**src/rtl/nscs_params.svh**
```systemverilog
// Constants for the nibble sample clock select block
`ifndef NSCS_PARAMS_SVH
`define NSCS_PARAMS_SVH
`define NSCS_OFS_CFG 4'h0
`define NSCS_OFS_CTRL 4'h4
`define NSCS_OFS_STATUS 4'h8
`define NSCS_ADDR_W 4
`define NSCS_CFG_RST 8'h00
`define NSCS_CTRL_RST 1'h1
`define NSCS_RESP_OKAY 2'h0
`define NSCS_RESP_SLVERR 2'h2
`define NSCS_LANES 7
`define NSCS_GATE_W 4
`define NSCS_KEEP_A 1
`define NSCS_KEEP_B 6
`endif

```
**src/rtl/nscs_pkg.sv**
```systemverilog
// Types shared by the nibble sample clock select block
`default_nettype none
package nscs_pkg;
  // Configuration word, bit 0 is borrow_pos_read_clock
  typedef struct packed {
    logic tx_gate_en;
    logic invert_lane0;
    logic neg_shift90;
    logic pos_shift90;
    logic src_ref;
    logic serial_mode;
    logic borrow_neg_read_clock;
    logic borrow_pos_read_clock;
  } nscs_cfg_s;
endpackage : nscs_pkg
`default_nettype wire

```
**src/rtl/nscs_tx_gate.sv**
```systemverilog
// Per-lane transmit clock gating
`default_nettype none
`include "nscs_params.svh"
module nscs_tx_gate (
  input wire logic i_clk,                                   // System clock
  input wire logic i_rstn,                                  // Async reset, active low
  input wire logic i_tx_clk,                                // Transmit clock level
  input wire logic i_gate_en,                               // Gating enabled
  input wire logic [`NSCS_GATE_W-1:0] i_gate,               // Per-group gate, high stops
  output logic [`NSCS_LANES-1:0] o_lane_clk                 // Per-lane transmit clock
);
  logic [`NSCS_LANES-1:0] lane_d;
  logic [`NSCS_LANES-1:0] lane_q;

  // Lane pairs share one gate bit; lanes 1 and 6 always run so their neighbours keep a reference
  genvar g;
  generate
    for (g = 0; g < `NSCS_LANES; g++)
    begin : g_lane
      if (g == `NSCS_KEEP_A || g == `NSCS_KEEP_B)
      begin : g_keep
        always_comb lane_d[g] = i_tx_clk;
      end
      else
      begin : g_gated
        always_comb lane_d[g] = i_tx_clk & ~(i_gate_en & i_gate[g/2]);
      end
    end
  endgenerate

  // Register lane clocks
  always_ff @(posedge i_clk or negedge i_rstn)
  begin
    if (!i_rstn)
      lane_q <= '0;
    else
      lane_q <= lane_d;
  end

  assign o_lane_clk = lane_q;
endmodule : nscs_tx_gate
`default_nettype wire

```
**src/rtl/nscs_top.sv**
```systemverilog
// Nibble controller clock selection with AXI4-Lite configuration
//
// Behaviour
// - Each setting has a register bit.
// - Borrow positive read clock from sibling.
// - Borrow negative read clock from sibling.
// - Serial mode samples with master clock, divided.
// - Non-serial mode samples with lane 0 strobe.
// - Positive edge shift 0 or 90, default 0.
// - Negative edge shift 0 or 90, default 0.
// - Optionally invert lane 0 sample clock.
// - Lanes 1 and 6 never gated.
//
// Design decisions made here: the register addresses and the AXI4-Lite interface to the registers.
`default_nettype none
`include "nscs_params.svh"
module nscs_top (
  input wire logic I_REF_CLK,                               // System clock, 25 MHz
  input wire logic I_RSTN,                                  // Async reset, active low
  input wire logic [`NSCS_ADDR_W-1:0] I_AWADDR,             // Write address
  input wire logic I_AWVALID,                               // Write address valid
  output logic O_AWREADY,                                   // Write address ready
  input wire logic [31:0] I_WDATA,                          // Write data
  input wire logic [3:0] I_WSTRB,                           // Write byte strobes
  input wire logic I_WVALID,                                // Write data valid
  output logic O_WREADY,                                    // Write data ready
  output logic [1:0] O_BRESP,                               // Write response
  output logic O_BVALID,                                    // Write response valid
  input wire logic I_BREADY,                                // Write response ready
  input wire logic [`NSCS_ADDR_W-1:0] I_ARADDR,             // Read address
  input wire logic I_ARVALID,                               // Read address valid
  output logic O_ARREADY,                                   // Read address ready
  output logic [31:0] O_RDATA,                              // Read data
  output logic [1:0] O_RRESP,                               // Read response
  output logic O_RVALID,                                    // Read data valid
  input wire logic I_RREADY,                                // Read data ready
  input wire logic I_PLL_CLK,                               // Phase-locked master clock level
  input wire logic I_REFERENCE_MASTER_CLOCK,                // Reference master clock level
  input wire logic I_LANE0_STROBE,                          // Strobe received on lane0_slice
  input wire logic I_LOCAL_POS_CLK,                         // Local positive-edge read clock
  input wire logic I_LOCAL_NEG_CLK,                         // Local neg_edge_read_clock
  input wire logic I_SIBLING_POS_CLK,                       // Positive read clock from sibling
  input wire logic I_SIBLING_NEG_CLK,                       // Negative read clock from sibling
  input wire logic I_TX_CLK,                                // Transmit clock level
  input wire logic [`NSCS_GATE_W-1:0] I_TRANSMIT_GATE_INPUT, // Fabric transmit gate
  output logic O_POS_TO_SIBLING,                            // Local positive clock to sibling
  output logic O_NEG_TO_SIBLING,                            // Local negative clock to sibling
  output logic O_POS_READ_CLK,                              // Selected positive read clock
  output logic O_NEG_READ_CLK,                              // Selected neg_edge_read_clock
  output logic O_SAMPLE_CLK,                                // Sample clock, lanes 1 and up
  output logic O_SAMPLE_DIV2,                               // Master clock divided by two
  output logic O_LANE0_SAMPLE_CLK,                          // Sample clock for lane0_slice
  output logic O_NIBBLE_RST,                                // Nibble held in reset, high
  output logic [`NSCS_LANES-1:0] O_TX_LANE_CLK              // Per-lane transmit clock
);
  // Bus state
  logic aw_have_d, aw_have_q, w_have_d, w_have_q;
  logic [`NSCS_ADDR_W-1:0] awaddr_d, awaddr_q;
  logic [31:0] wdata_d, wdata_q;
  logic [3:0] wstrb_d, wstrb_q;
  logic awready_d, awready_q, wready_d, wready_q;
  logic bvalid_d, bvalid_q, arready_d, arready_q, rvalid_d, rvalid_q;
  logic [1:0] bresp_d, bresp_q, rresp_d, rresp_q;
  logic [31:0] rdata_d, rdata_q;
  // Register state
  nscs_pkg::nscs_cfg_s cfg_d, cfg_q, act_d, act_q;
  logic nrst_d, nrst_q;
  // Clock path state
  logic pos_d, pos_q, neg_d, neg_q, pos_dly_d, pos_dly_q, neg_dly_d, neg_dly_q;
  logic samp_d, samp_q, lane0_d, lane0_q, mprev_d, mprev_q, div_d, div_q;
  logic fwd_pos_d, fwd_pos_q, fwd_neg_d, fwd_neg_q;
  logic master;

  // AXI4-Lite slave and configuration registers; write data applies only with low byte strobe
  always_comb
  begin
    aw_have_d = aw_have_q;
    w_have_d = w_have_q;
    awaddr_d = awaddr_q;
    wdata_d = wdata_q;
    wstrb_d = wstrb_q;
    bvalid_d = bvalid_q;
    bresp_d = bresp_q;
    rvalid_d = rvalid_q;
    rresp_d = rresp_q;
    rdata_d = rdata_q;
    cfg_d = cfg_q;
    nrst_d = nrst_q;
    if (I_AWVALID && awready_q)
    begin
      aw_have_d = 1'b1;
      awaddr_d = I_AWADDR;
    end
    if (I_WVALID && wready_q)
    begin
      w_have_d = 1'b1;
      wdata_d = I_WDATA;
      wstrb_d = I_WSTRB;
    end
    if (bvalid_q && I_BREADY)
      bvalid_d = 1'b0;
    if (aw_have_q && w_have_q && !bvalid_q)
    begin
      aw_have_d = 1'b0;
      w_have_d = 1'b0;
      bvalid_d = 1'b1;
      bresp_d = `NSCS_RESP_OKAY;
      case (awaddr_q)
        `NSCS_OFS_CFG:
        begin
          if (wstrb_q[0])
            cfg_d = nscs_pkg::nscs_cfg_s'(wdata_q[7:0]);
        end
        `NSCS_OFS_CTRL:
        begin
          if (wstrb_q[0])
            nrst_d = wdata_q[0];
        end
        `NSCS_OFS_STATUS: ;
        default: bresp_d = `NSCS_RESP_SLVERR;
      endcase
    end
    if (rvalid_q && I_RREADY)
      rvalid_d = 1'b0;
    if (I_ARVALID && arready_q)
    begin
      rvalid_d = 1'b1;
      rresp_d = `NSCS_RESP_OKAY;
      case (I_ARADDR)
        `NSCS_OFS_CFG: rdata_d = {24'h000000, cfg_q};
        `NSCS_OFS_CTRL: rdata_d = {31'h00000000, nrst_q};
        `NSCS_OFS_STATUS: rdata_d = {23'h000000, nrst_q, act_q};
        default:
        begin
          rdata_d = 32'h00000000;
          rresp_d = `NSCS_RESP_SLVERR;
        end
      endcase
    end
    // Ready drops while a word is held, so one write and one read stand at a time
    awready_d = !aw_have_d && !bvalid_d;
    wready_d = !w_have_d && !bvalid_d;
    arready_d = !rvalid_d;
  end

  always_ff @(posedge I_REF_CLK or negedge I_RSTN)
  begin
    if (!I_RSTN)
    begin
      aw_have_q <= 1'b0;
      w_have_q <= 1'b0;
      awaddr_q <= '0;
      wdata_q <= 32'h00000000;
      wstrb_q <= 4'h0;
      awready_q <= 1'b1;
      wready_q <= 1'b1;
      bvalid_q <= 1'b0;
      bresp_q <= `NSCS_RESP_OKAY;
      arready_q <= 1'b1;
      rvalid_q <= 1'b0;
      rresp_q <= `NSCS_RESP_OKAY;
      rdata_q <= 32'h00000000;
      cfg_q <= `NSCS_CFG_RST;
      nrst_q <= `NSCS_CTRL_RST;
    end
    else
    begin
      aw_have_q <= aw_have_d;
      w_have_q <= w_have_d;
      awaddr_q <= awaddr_d;
      wdata_q <= wdata_d;
      wstrb_q <= wstrb_d;
      awready_q <= awready_d;
      wready_q <= wready_d;
      bvalid_q <= bvalid_d;
      bresp_q <= bresp_d;
      arready_q <= arready_d;
      rvalid_q <= rvalid_d;
      rresp_q <= rresp_d;
      rdata_q <= rdata_d;
      cfg_q <= cfg_d;
      nrst_q <= nrst_d;
    end
  end

  // Active settings follow the register only while the nibble is in reset, so no clock glitches in use
  always_comb
  begin
    act_d = act_q;
    if (nrst_q)
      act_d = cfg_q;
  end

  // Clock selection; the 90 degree shift is modelled as one sample of delay on the chosen edge clock
  always_comb
  begin
    master = act_q.src_ref ? I_REFERENCE_MASTER_CLOCK : I_PLL_CLK;
    fwd_pos_d = I_LOCAL_POS_CLK;
    fwd_neg_d = I_LOCAL_NEG_CLK;
    pos_dly_d = act_q.borrow_pos_read_clock ? I_SIBLING_POS_CLK : I_LOCAL_POS_CLK;
    neg_dly_d = act_q.borrow_neg_read_clock ? I_SIBLING_NEG_CLK : I_LOCAL_NEG_CLK;
    pos_d = act_q.pos_shift90 ? pos_dly_q : pos_dly_d;
    neg_d = act_q.neg_shift90 ? neg_dly_q : neg_dly_d;
    mprev_d = master;
    div_d = div_q;
    if (!act_q.serial_mode)
      div_d = 1'b0;
    else if (master && !mprev_q)
      div_d = !div_q;
    samp_d = act_q.serial_mode ? master : I_LANE0_STROBE;
    lane0_d = samp_d ^ act_q.invert_lane0;
    if (nrst_q)
    begin
      pos_d = 1'b0;
      neg_d = 1'b0;
      samp_d = 1'b0;
      lane0_d = 1'b0;
      div_d = 1'b0;
    end
  end

  always_ff @(posedge I_REF_CLK or negedge I_RSTN)
  begin
    if (!I_RSTN)
    begin
      act_q <= `NSCS_CFG_RST;
      fwd_pos_q <= 1'b0;
      fwd_neg_q <= 1'b0;
      pos_dly_q <= 1'b0;
      neg_dly_q <= 1'b0;
      pos_q <= 1'b0;
      neg_q <= 1'b0;
      mprev_q <= 1'b0;
      div_q <= 1'b0;
      samp_q <= 1'b0;
      lane0_q <= 1'b0;
    end
    else
    begin
      act_q <= act_d;
      fwd_pos_q <= fwd_pos_d;
      fwd_neg_q <= fwd_neg_d;
      pos_dly_q <= pos_dly_d;
      neg_dly_q <= neg_dly_d;
      pos_q <= pos_d;
      neg_q <= neg_d;
      mprev_q <= mprev_d;
      div_q <= div_d;
      samp_q <= samp_d;
      lane0_q <= lane0_d;
    end
  end

  // Transmit gating lives apart since it is per lane
  nscs_tx_gate u_tx_gate (
    .i_clk(I_REF_CLK),
    .i_rstn(I_RSTN),
    .i_tx_clk(I_TX_CLK),
    .i_gate_en(act_q.tx_gate_en),
    .i_gate(I_TRANSMIT_GATE_INPUT),
    .o_lane_clk(O_TX_LANE_CLK)
  );

  // Outputs straight from flip-flops
  assign O_AWREADY = awready_q;
  assign O_WREADY = wready_q;
  assign O_BRESP = bresp_q;
  assign O_BVALID = bvalid_q;
  assign O_ARREADY = arready_q;
  assign O_RDATA = rdata_q;
  assign O_RRESP = rresp_q;
  assign O_RVALID = rvalid_q;
  assign O_POS_TO_SIBLING = fwd_pos_q;
  assign O_NEG_TO_SIBLING = fwd_neg_q;
  assign O_POS_READ_CLK = pos_q;
  assign O_NEG_READ_CLK = neg_q;
  assign O_SAMPLE_CLK = samp_q;
  assign O_SAMPLE_DIV2 = div_q;
  assign O_LANE0_SAMPLE_CLK = lane0_q;
  assign O_NIBBLE_RST = nrst_q;
endmodule : nscs_top
`default_nettype wire

```
**config.mk**
```make
export PLATFORM = sky130hd
export DESIGN_NAME = nscs_top
export DESIGN_NICKNAME = d
export VERILOG_FILES = /design/src/rtl/nscs_pkg.sv /design/src/rtl/nscs_tx_gate.sv /design/src/rtl/nscs_top.sv
export VERILOG_INCLUDE_DIRS = /design/src /design/src/rtl
export SDC_FILE = /design/constraint.sdc
export NUM_CORES = 1
export LEC_CHECK = 0
export BUFFER_PORTS_ARGS = -buffer_cell sky130_fd_sc_hd__buf_2
export CAP_MARGIN = 15
export CORE_UTILIZATION = 35
export CTS_CLUSTER_DIAMETER = 200
export CTS_CLUSTER_SIZE = 12
export DETAILED_ROUTE_END_ITERATION = 16
export PLACE_DENSITY = 0.62
export SLEW_MARGIN = 10
export SYNTH_ARGS = -nofsm -noshare
export SYNTH_HDL_FRONTEND = slang
export SYNTH_SLANG_ARGS = --single-unit
```
**constraint.sdc**
```tcl
create_clock -name I_REF_CLK -period 1.8 [get_ports I_REF_CLK]
set_input_delay 0.18 -clock I_REF_CLK [delete_from_list [all_inputs] [get_ports I_REF_CLK]]
set_output_delay 0.18 -clock I_REF_CLK [all_outputs]
set_load 0.01 [all_outputs]
```
**After elaboration in Yosys (flattened, before gate mapping)**

Index checks and enable logic that the tools add are counted.

- Eq/ne operators: 5
- Mux-type cells: 24
- Bitwise gates (word level): 10
- Reduce and logical (&&, ||, !) cells: 23

Operator list:

| operator | number |
|---|---|
| one-hot mux 9 bit (3 select lines) | 1 |
| 2-to-1 mux 1 bit | 21 |
| logical AND 1 bit | 10 |
| equality test 4 x 3 -> 1 bit, second input constant | 2 |
| equality test 4 bit, second input constant | 2 |
| logical NOT 4 bit | 2 |
| logical NOT 1 bit | 7 |
| bitwise AND 1 bit | 6 |
| AND reduction 3 bit | 2 |
| OR reduction 3 bit | 2 |
| 2-to-1 mux 2 bit | 2 |
| != test 3 x 1 -> 1 bit, second input constant | 1 |
| inverter 1 bit | 3 |
| XOR 1 bit | 1 |

- Register bits after elaboration: 90
- Bits of input ports: 63
- Output and inout bits: 56
- Word-level logic and storage cells: 103

**Longest topological paths before layout**

Gate-level depths: netlist of the first run.

- Word-level depth: 5
- Mapped depth: 4
- Mapped depth without buffers: 3

**Modules after synthesis**

From an unflattened synthesis of the first run, not the netlist that was laid out.

- Cells, all modules: 207
- Area total of the unflattened synthesis: 2616.3 um^2

By module, submodules not included:

| module | times used | cells each | area each (um^2) | seq. area each (um^2) |
|---|---|---|---|---|
| nscs_top | 1 | 197 | 2467.4 | 1456.4 |
| nscs_tx_gate | 1 | 10 | 148.9 | 100.1 |

**Least setup slack after synthesis of the first run**

OpenSTA, ideal clock, no wires.

- Kind: register -> register
- From: register awaddr_q[1]
- To: register cfg_q[0] (netlist bit)
- Library setup time: 0.125 ns
- Data arrival time: 1.551 ns
- Data required time: 1.675 ns
- Path slack: 0.125 ns
- Stages on the path, launching flop included: 4
- Buffers on the path: 0
- Period minus slack after synthesis: 1.675 ns
- Cell sequence: dfrtp_1 -> or4b_4 -> nor3_4 -> mux2_2

- Cells in the longest elaborated chain, start to end: 2

Ends and longest elaborated chain:

| item | line | text |
|---|---|---|
| start: declaration | nscs_top.sv:58 | `` logic [`NSCS_ADDR_W-1:0] awaddr_d, awaddr_q; `` |
| start signal: assignment | nscs_top.sv:170 | `awaddr_q <= awaddr_d;` |
| logical NOT 4 bit | nscs_top.sv:108 | `case (awaddr_q)` |
| AND reduction 3 bit (no line) | - |  |
| end signal: assignment | nscs_top.sv:163 | `` cfg_q <= `NSCS_CFG_RST; `` |
| end signal: assignment | nscs_top.sv:181 | `cfg_q <= cfg_d;` |
| end: declaration | nscs_top.sv:66 | `nscs_pkg::nscs_cfg_s cfg_d, cfg_q, act_d, act_q;` |

Every way passes these cells.
A chain may end at the register's enable or synchronous reset.

**Final worst setup path of the first run**

- From: register awaddr_q[1]
- To: register cfg_q[2] (netlist bit)

The elaborated chain is that of the path after synthesis.

==> results.md, run 1 <==
| Item | This run | Unit |
|---|---|---|
| Outcome | finished, final reports clean | - |
| Clk network pwr share | 0.284 | - |
| First-iteration detailed-routing DRC count | 51 | - |
| Vias in the first global route | 1642 | - |
| Data required, critical path | 2.02 | ns |
| Type of origin of the critical path | flip-flop | - |
| Net count, final | 344 | - |
| Tot GR Track Use | 0.137 | - |
| Leakage | 1.59 | nW |
| Post-CTS Hold Buffers | 4 | - |
| Syn Area/Cell | 12.7 | um^2 |
| Xor and xnor fraction of the mapped netlist area | 0 | - |
| Sequential cell area fraction in the yosys report | 0.593 | - |
| Post-synthesis cell count | 206 | - |
| Number of buffers and inverters on the critical path | 1 | - |
| Max-slew headroom | 0.578 | - |
| Delay contributed by the slowest stage of the critical path | 0.56 | ns |
| Top-area cell type share of the netlist area | 0.553 | - |
| First-pass iteration count of the detailed router | 3 | - |
| PortBufs | 65 | - |
| Synthesized-area fraction occupied by ao, oa, aoi and oai cells | 0.0648 | - |
| Clock insertion delay at the later pin of the skew report | 0.33 | ns |
| Clock-pin slew reported for the worst setup and hold paths after clock tree synthesis | 0.07 | ns |
| Cell at the root of the clock tree | sky130_fd_sc_hd__clkbuf_8 | - |
| Largest driver fanout on the critical path | 8 | - |
| Fill cell total of the finished layout | 695 | - |
| Dominant combinational cell family by area after synthesis | multiplexers | - |
| Total negative slack for setup checks | 0 | ns |
| Remaining Overflow, GRT | 0 | - |
| Total number of vias | 1692 | - |
| Number of buffers on the longest clock path | 2 | - |
| Placement-stage cell area | 0.00299 | mm^2 |
| Floorplan core area | 0.00725 | mm^2 |
| Wirelength per Cell | 12.6 | um |
| Non-filler instance count after layout | 385 | - |
| Number of max-capacitance violations reported | 0 | - |
| Worst Tran Pin Value | 0.617 | ns |
| Area used by sequential logic in the layout | 0.00156 | mm^2 |
| Number of clock sinks seen by CTS | 62 | - |
| Pwr dens | 1320 | mW/mm^2 |
| Fraction of final layout cells with drive strength greater than 1 | 0.423 | - |
| Hold Crit Class | in2reg | - |
| # placed instances | 365 | - |
| Comb pwr share | 0.219 | - |
| Effective utilization at floorplan | 0.362 | - |
| Wire length of the first global-routing pass | 7.69 | mm |
| Unrepaired setup endpoints after global routing | no | - |
| Cell internal power dissipation | 3.01 | mW |
| Antenna diodes | 0 | - |
| Detailed placer's ending HPWL | 3.31 | mm |
| Cell area after layout | 0.00323 | mm^2 |
| Fin crit period | 1.71 | ns |
| Ordered cell list for the critical path | or4b_4, nor3_4, buf_12, mux2_2 | - |
| Yosys cell types | 28 | - |
| Cell with the largest stage delay on the worst path | sky130_fd_sc_hd__or4b_4 | - |
| Final Cycle Share | 0.949 | - |
| Sequential share of power | 0.497 | - |
| Multiplexer share of the synthesized area | 0.167 | - |
| Floorplan row count | 31 | - |
| Worst clock skew | 0.00526 | ns |
| Worst setup path class | reg2reg | - |
| Net Sw Power | 1.26 | mW |
| Number of antenna violations at the first check in global routing | 0 | - |
| Adder and majority gate portion of the synthesized area | 0 | - |
| Post-DRT Antenna Nets | 0 | - |
| Buffers inserted during post-CTS setup optimization | 0 | - |
| Simple logic cell fraction of the synthesized area | 0.0800 | - |
| Die area | 0.00785 | mm^2 |
| Max frequency | 585 | MHz |
| Number of warnings printed during yosys synthesis | 0 | - |
| Die X-Extent | 88.6 | um |
| Cell type contributing the most total cell area after synthesis | sky130_fd_sc_hd__dfrtp_1 | - |
| Register bit count reported by yosys | 62 | - |
| Remaining DRCs | 0 | - |
| Netlist area before placement | 0.00263 | mm^2 |
| Wirelength, routed | 4.84 | mm |
| Area growth from synthesis to final layout | 23.1 | % |
| Final-report hold violation count | 0 | - |
| Maximum ir drop on the vdd rail | 0.637 | mV |
| Number of H-tree branching levels | 3 | - |
| Number of max-slew violations in the final report | 0 | - |
| Post-cts repair resize count | 0 | - |
| Switching part of the total power | 0.295 | - |
| Final setup violation count | 0 | - |
| GPL Wtd Cong | 0.723 | - |
| Worst setup EP type | flip-flop | - |
| Top cell family by delay on the critical path | simple AND/OR/NAND/NOR gates | - |
| Ranking of synthesized cells by area | sky130_fd_sc_hd__dfrtp_1 (55%), sky130_fd_sc_hd__mux2_2 (13%), sky130_fd_sc_hd__buf_4 (8.0%), sky130_fd_sc_hd__dfstp_2 (4.0%), sky130_fd_sc_hd__mux2i_1 (3.8%) | - |
| Maximum number of pins on one net before global-route repair | 63 | - |
| Die H | 88.6 | um |
| IO Count | 119 | - |
| Via count normalized by instance count | 4.39 | - |
| Cts bufs inserted | 9 | - |
| Arrival time of the worst setup path | 1.93 | ns |
| Area used by multi-input combinational logic | 912 | um^2 |
| Clock tree from TritonCTS | built | - |
-- per-layer routing --
layer	part of all wire	vias up	global-route usage
met5	0	-	0
met4	0.015	0	0.0704
met3	0.061	7	0.0504
met2	0.47	69	0.213
met1	0.46	804	0.169
li1	-	812	-
-- per-stage QoR --
stage / worst slack [ns] / power (mW) / hold WS, ns / util
5_1_grt: 0.00286 / 4.57 / 0.00842 / 0.446
2_1_floorplan: 0.125 / 2.76 / -0.116 / -
3_5_place_dp: 0.0974 / 3.10 / 0.219 / 0.412
4_1_cts: 0.0800 / 4.35 / 0.00843 / 0.446
3_3_place_gp: 0.113 / 3.05 / 0.215 / 0.412
6_report: 0.0916 / 4.27 / 0.0310 / 0.446
-- Yosys cell counts (all sizes together) --
library cell / n
conb: 1
a21oi: 5
o311ai: 1
nand2b: 2
clkbuf: 5
nand3b: 3
dfrtp: 58
a211oi: 1
o21ai: 5
or4b: 1
nand4: 1
a22o: 1
nor2: 7
buf: 28
mux2i: 10
inv: 5
nor3: 2
nand2: 17
nor2b: 4
a2111o: 1
mux2: 30
o31ai: 7
or2: 1
dfstp: 4
a21boi: 3
or3: 2
a2111oi: 1
-- state kept, by name, summed over array words and instances, names as in the netlist, 4 cells and up --
| signal | count |
|---|---|
| u_tx_gate.o_lane_clk | 4 |
| act_q | 8 |
| wdata_q | 8 |
| cfg_q | 8 |
| awaddr_q | 4 |
| O_RDATA | 9 |
-- final cells by class --
| class | instances | share of cell area |
|---|---|---|
| inverter | 5 | 0.00581 |
| sequential | 62 | 0.482 |
| clock inverter | 5 | 0.0182 |
| tap | 99 | 0.0383 |
| clock buffer | 11 | 0.0437 |
| timing repair buffer | 73 | 0.130 |
| multi-input combinational | 130 | 0.282 |
-- kinds of logic (layout without fill, tap and decap cells) --
family | Yosys count | after routing
AND/OR/NAND/NOR | 40 | 40
AO/OA/AOI/OAI | 25 | 25
multiplexers | 40 | 40
flip-flops | 62 | 62
buffers and inverters | 38 | 94
other | 1 | 25
-- power groups by stage --
stage | clock (mW) | sequential, mW | combinational (mW)
2_1_floorplan | 0 | 2.11 | 0.650
3_3_place_gp | 0 | 2.13 | 0.913
3_5_place_dp | 0 | 2.15 | 0.944
4_1_cts | 1.27 | 2.13 | 0.954
5_1_grt | 1.33 | 2.19 | 1.05
6_report | 1.22 | 2.12 | 0.934
-- path summary, 6_finish.rpt --
kind,start,slack (ns),cells past startpoint,to
setup / recovery,awaddr_q[1],0.09,4,cfg_q[2]
hold / removal,I_TRANSMIT_GATE_INPUT[0],0.03,2,u_tx_gate.o_lane_clk[0]
setup reg to reg,awaddr_q[1],0.09,4,cfg_q[2]
hold reg to reg,O_RDATA[2],0.47,2,O_RDATA[2]
max in group asynchronous,I_RSTN,1.10,3,O_ARREADY
min in group asynchronous,I_RSTN,0.38,3,wdata_q[7]
-- worst reg2reg max path: stages, from the launching register on --
cell and delay [ns]:
sky130_fd_sc_hd__dfrtp_1 0.40, sky130_fd_sc_hd__or4b_4 0.56, sky130_fd_sc_hd__nor3_4 0.16, sky130_fd_sc_hd__buf_12 0.15, sky130_fd_sc_hd__mux2_2 0.33
-- cell usage in the layout, fill, tap and decap left out, types with 4 or more instances in the layout --
| cell type | count |
|---|---|
| sky130_fd_sc_hd__dfstp_2 | 4 |
| sky130_fd_sc_hd__nor2_1 | 7 |
| sky130_fd_sc_hd__dlygate4sd3_1 | 4 |
| sky130_fd_sc_hd__nor2b_1 | 4 |
| sky130_fd_sc_hd__o21ai_0 | 5 |
| sky130_fd_sc_hd__a21oi_1 | 5 |
| sky130_fd_sc_hd__buf_2 | 65 |
| sky130_fd_sc_hd__dfrtp_1 | 58 |
| sky130_fd_sc_hd__inv_1 | 5 |
| sky130_fd_sc_hd__conb_1 | 25 |
| sky130_fd_sc_hd__mux2i_1 | 10 |
| sky130_fd_sc_hd__clkbuf_8 | 10 |
| sky130_fd_sc_hd__nand2_1 | 17 |
| sky130_fd_sc_hd__mux2_2 | 30 |
| sky130_fd_sc_hd__o31ai_1 | 7 |
No activity file was read; power rests on OpenSTA's default activity.
==> run 2: changes to the inputs <==
--- a/config.mk
+++ b/config.mk
@@ -8,6 +8,7 @@
 export LEC_CHECK = 0
 export BUFFER_PORTS_ARGS = -buffer_cell sky130_fd_sc_hd__buf_2
 export CAP_MARGIN = 15
+export CORE_MARGIN = 4
 export CORE_UTILIZATION = 35
 export CTS_CLUSTER_DIAMETER = 200
 export CTS_CLUSTER_SIZE = 12
==> results.md, run 2 (synthesis results as in run 1) <==
| Item | This run | Unit |
|---|---|---|
| Worst setup path class | reg2reg | - |
| Total number of vias | 1684 | - |
| Max-slew headroom | 0.588 | - |
| Routing usage on met2 | 0.190 | - |
| Clock insertion delay at the later pin of the skew report | 0.34 | ns |
| Maximum number of pins on one net before global-route repair | 63 | - |
| Outcome | finished, final reports clean | - |
| Worst r2r src | awaddr_q[1] | - |
| First-pass iteration count of the detailed router | 4 | - |
| Net Sw Power | 1.23 | mW |
| Vias in the first global route | 1680 | - |
| Antenna diodes | 0 | - |
| Tot GR Track Use | 0.123 | - |
| Commonest non-fill, non-tap cells in the layout | sky130_fd_sc_hd__buf_2 (65), sky130_fd_sc_hd__dfrtp_1 (58), sky130_fd_sc_hd__mux2_2 (30) | - |
| Setup WS pre-CTS | 0.0826 | ns |
| Switching part of the total power | 0.294 | - |
| Slack of the worst reg-to-reg path | 0.08 | ns |
| Fraction of final layout cells with drive strength greater than 1 | 0.423 | - |
| Cell area after layout | 0.00322 | mm^2 |
| Number of clock sinks seen by CTS | 62 | - |
| Die area | 0.00895 | mm^2 |
| First-iteration detailed-routing DRC count | 46 | - |
| Number of antenna violations at the first check in global routing | 0 | - |
| Number of H-tree branching levels | 3 | - |
| Worst Tran Pin Value | 0.602 | ns |
| Post-DRT Antenna Nets | 0 | - |
| Type of origin of the critical path | flip-flop | - |
| Number of cells traversed by the worst register-to-register path | 4 | - |
| Die X-Extent | 94.6 | um |
| Cts bufs inserted | 9 | - |
| Number of max-capacitance violations reported | 0 | - |
| Final setup violation count | 0 | - |
| Global-route met1 utilization | 0.148 | - |
| Final Cycle Share | 0.956 | - |
| Cell internal power dissipation | 2.94 | mW |
| Min-Delay Path Depth | 2 | - |
| Total negative slack for setup checks | 0 | ns |
| Fin crit period | 1.72 | ns |
| Maximum ir drop on the vdd rail | 0.721 | mV |
| Via count normalized by instance count | 4.37 | - |
| Buffers inserted during post-CTS setup optimization | 0 | - |
| Power consumption | 4.17 | mW |
| Unrepaired setup endpoints after global routing | no | - |
| Floorplan core area | 0.00729 | mm^2 |
| Number of buffers on the longest clock path | 2 | - |
| Flip-flop count of the largest register, all copies and words added | 9 | - |
| Largest driver fanout on the critical path | 8 | - |
| Clk network pwr share | 0.269 | - |
| Effective utilization at floorplan | 0.360 | - |
| Worst Hold Endpoint | u_tx_gate.o_lane_clk[0] | - |
| Die H | 94.6 | um |
| Capturing point of the worst reg2reg path | cfg_q[5] | - |
| Sequential share of power | 0.508 | - |
| Worst setup EP type | flip-flop | - |
| Pwr dens | 1300 | mW/mm^2 |
| Min setup slack post-route | 0.0788 | ns |
| Clock-pin slew reported for the worst setup and hold paths after clock tree synthesis | 0.07 | ns |
| Remaining DRCs | 0 | - |
| Number of max-slew violations in the final report | 0 | - |
| Wirelength per Cell | 13.0 | um |
| IO Count | 119 | - |
| Hold path start | I_TRANSMIT_GATE_INPUT[0] | - |
| Worst clock skew | 0.00636 | ns |
| Remaining Overflow, GRT | 0 | - |
| Wirelength, routed | 5.02 | mm |
| Floorplan row count | 31 | - |
| Wire length of the first global-routing pass | 8.18 | mm |
| Data required, critical path | 2.02 | ns |
| Tightest hold margin | 0.0243 | ns |
| Placement-stage cell area | 0.00299 | mm^2 |
| PortBufs | 65 | - |
| Routing usage on met3 | 0.0518 | - |
| Area growth from synthesis to final layout | 22.5 | % |
| Net count, final | 344 | - |
| Cell at the root of the clock tree | sky130_fd_sc_hd__clkbuf_8 | - |
| Most common cell after layout, fill and taps aside | sky130_fd_sc_hd__buf_2 | - |
| Max frequency | 581 | MHz |
| Leakage | 1.59 | nW |
| Detailed placer's ending HPWL | 3.61 | mm |
| Final-report hold violation count | 0 | - |
| Grt peak-use layer | met2 | - |
| Comb pwr share | 0.224 | - |
| Clock tree from TritonCTS | built | - |
| Hold Crit Class | in2reg | - |
| Arrival time of the worst setup path | 1.94 | ns |
| GPL Wtd Cong | 0.707 | - |
[run 2: per-stage QoR]
stage | cells | utilization
CTS | 385 | 0.441
global placement | 365 | 0.410
detailed placement | 365 | 0.410
global route | 385 | 0.441
finish | 385 | 0.441
floorplan | 230 | -
[run 2: critical path, cell delays in order, from the launching register on]
cell,delay [ns]
sky130_fd_sc_hd__dfrtp_1,0.40
sky130_fd_sc_hd__or4b_4,0.56
sky130_fd_sc_hd__nor3_4,0.16
sky130_fd_sc_hd__buf_12,0.15
sky130_fd_sc_hd__mux2_2,0.33
[run 2: worst max-delay path by stage]
stage | slack [ns] | end | startpoint
after floorplan | 0.12 | cfg_q[0] | awaddr_q[1]
after global placement | 0.12 | cfg_q[0] | awaddr_q[1]
after detailed placement | 0.08 | cfg_q[5] | awaddr_q[1]
after CTS | 0.07 | cfg_q[0] | awaddr_q[1]
after global routing | 0.02 | cfg_q[0] | awaddr_q[1]
final | 0.08 | cfg_q[5] | awaddr_q[1]
[run 2: area by class of cell]
cell class / instances / area, um^2
fill: 710 / 4070
sequential: 62 / 1560
multi-input combinational: 130 / 912
timing repair buffer: 73 / 420
clock buffer: 13 / 169
tap: 99 / 124
inverter: 5 / 18.8
clock inverter: 3 / 17.5
[run 2: metal layers]
layer  vias up  share of wire
met5         -              0
met4         0          0.022
met3        11          0.094
met2        73           0.45
met1       793           0.43
li1        807              -
[run 2: timing repair]
item / in CTS / in global routing
hold endpoints to repair: 61 / 0
gates resized for setup: 0 / 0
hold buffers: 4 / 0
[run 2: power groups by stage]
stage / Sequential, mW / Combinational (mW) / Clock (mW)
finish: 2.12 / 0.933 / 1.12
global route: 2.18 / 1.05 / 1.23
CTS: 2.12 / 0.953 / 1.16
detailed placement: 2.15 / 0.943 / 0
global placement: 2.13 / 0.916 / 0
floorplan: 2.11 / 0.650 / 0
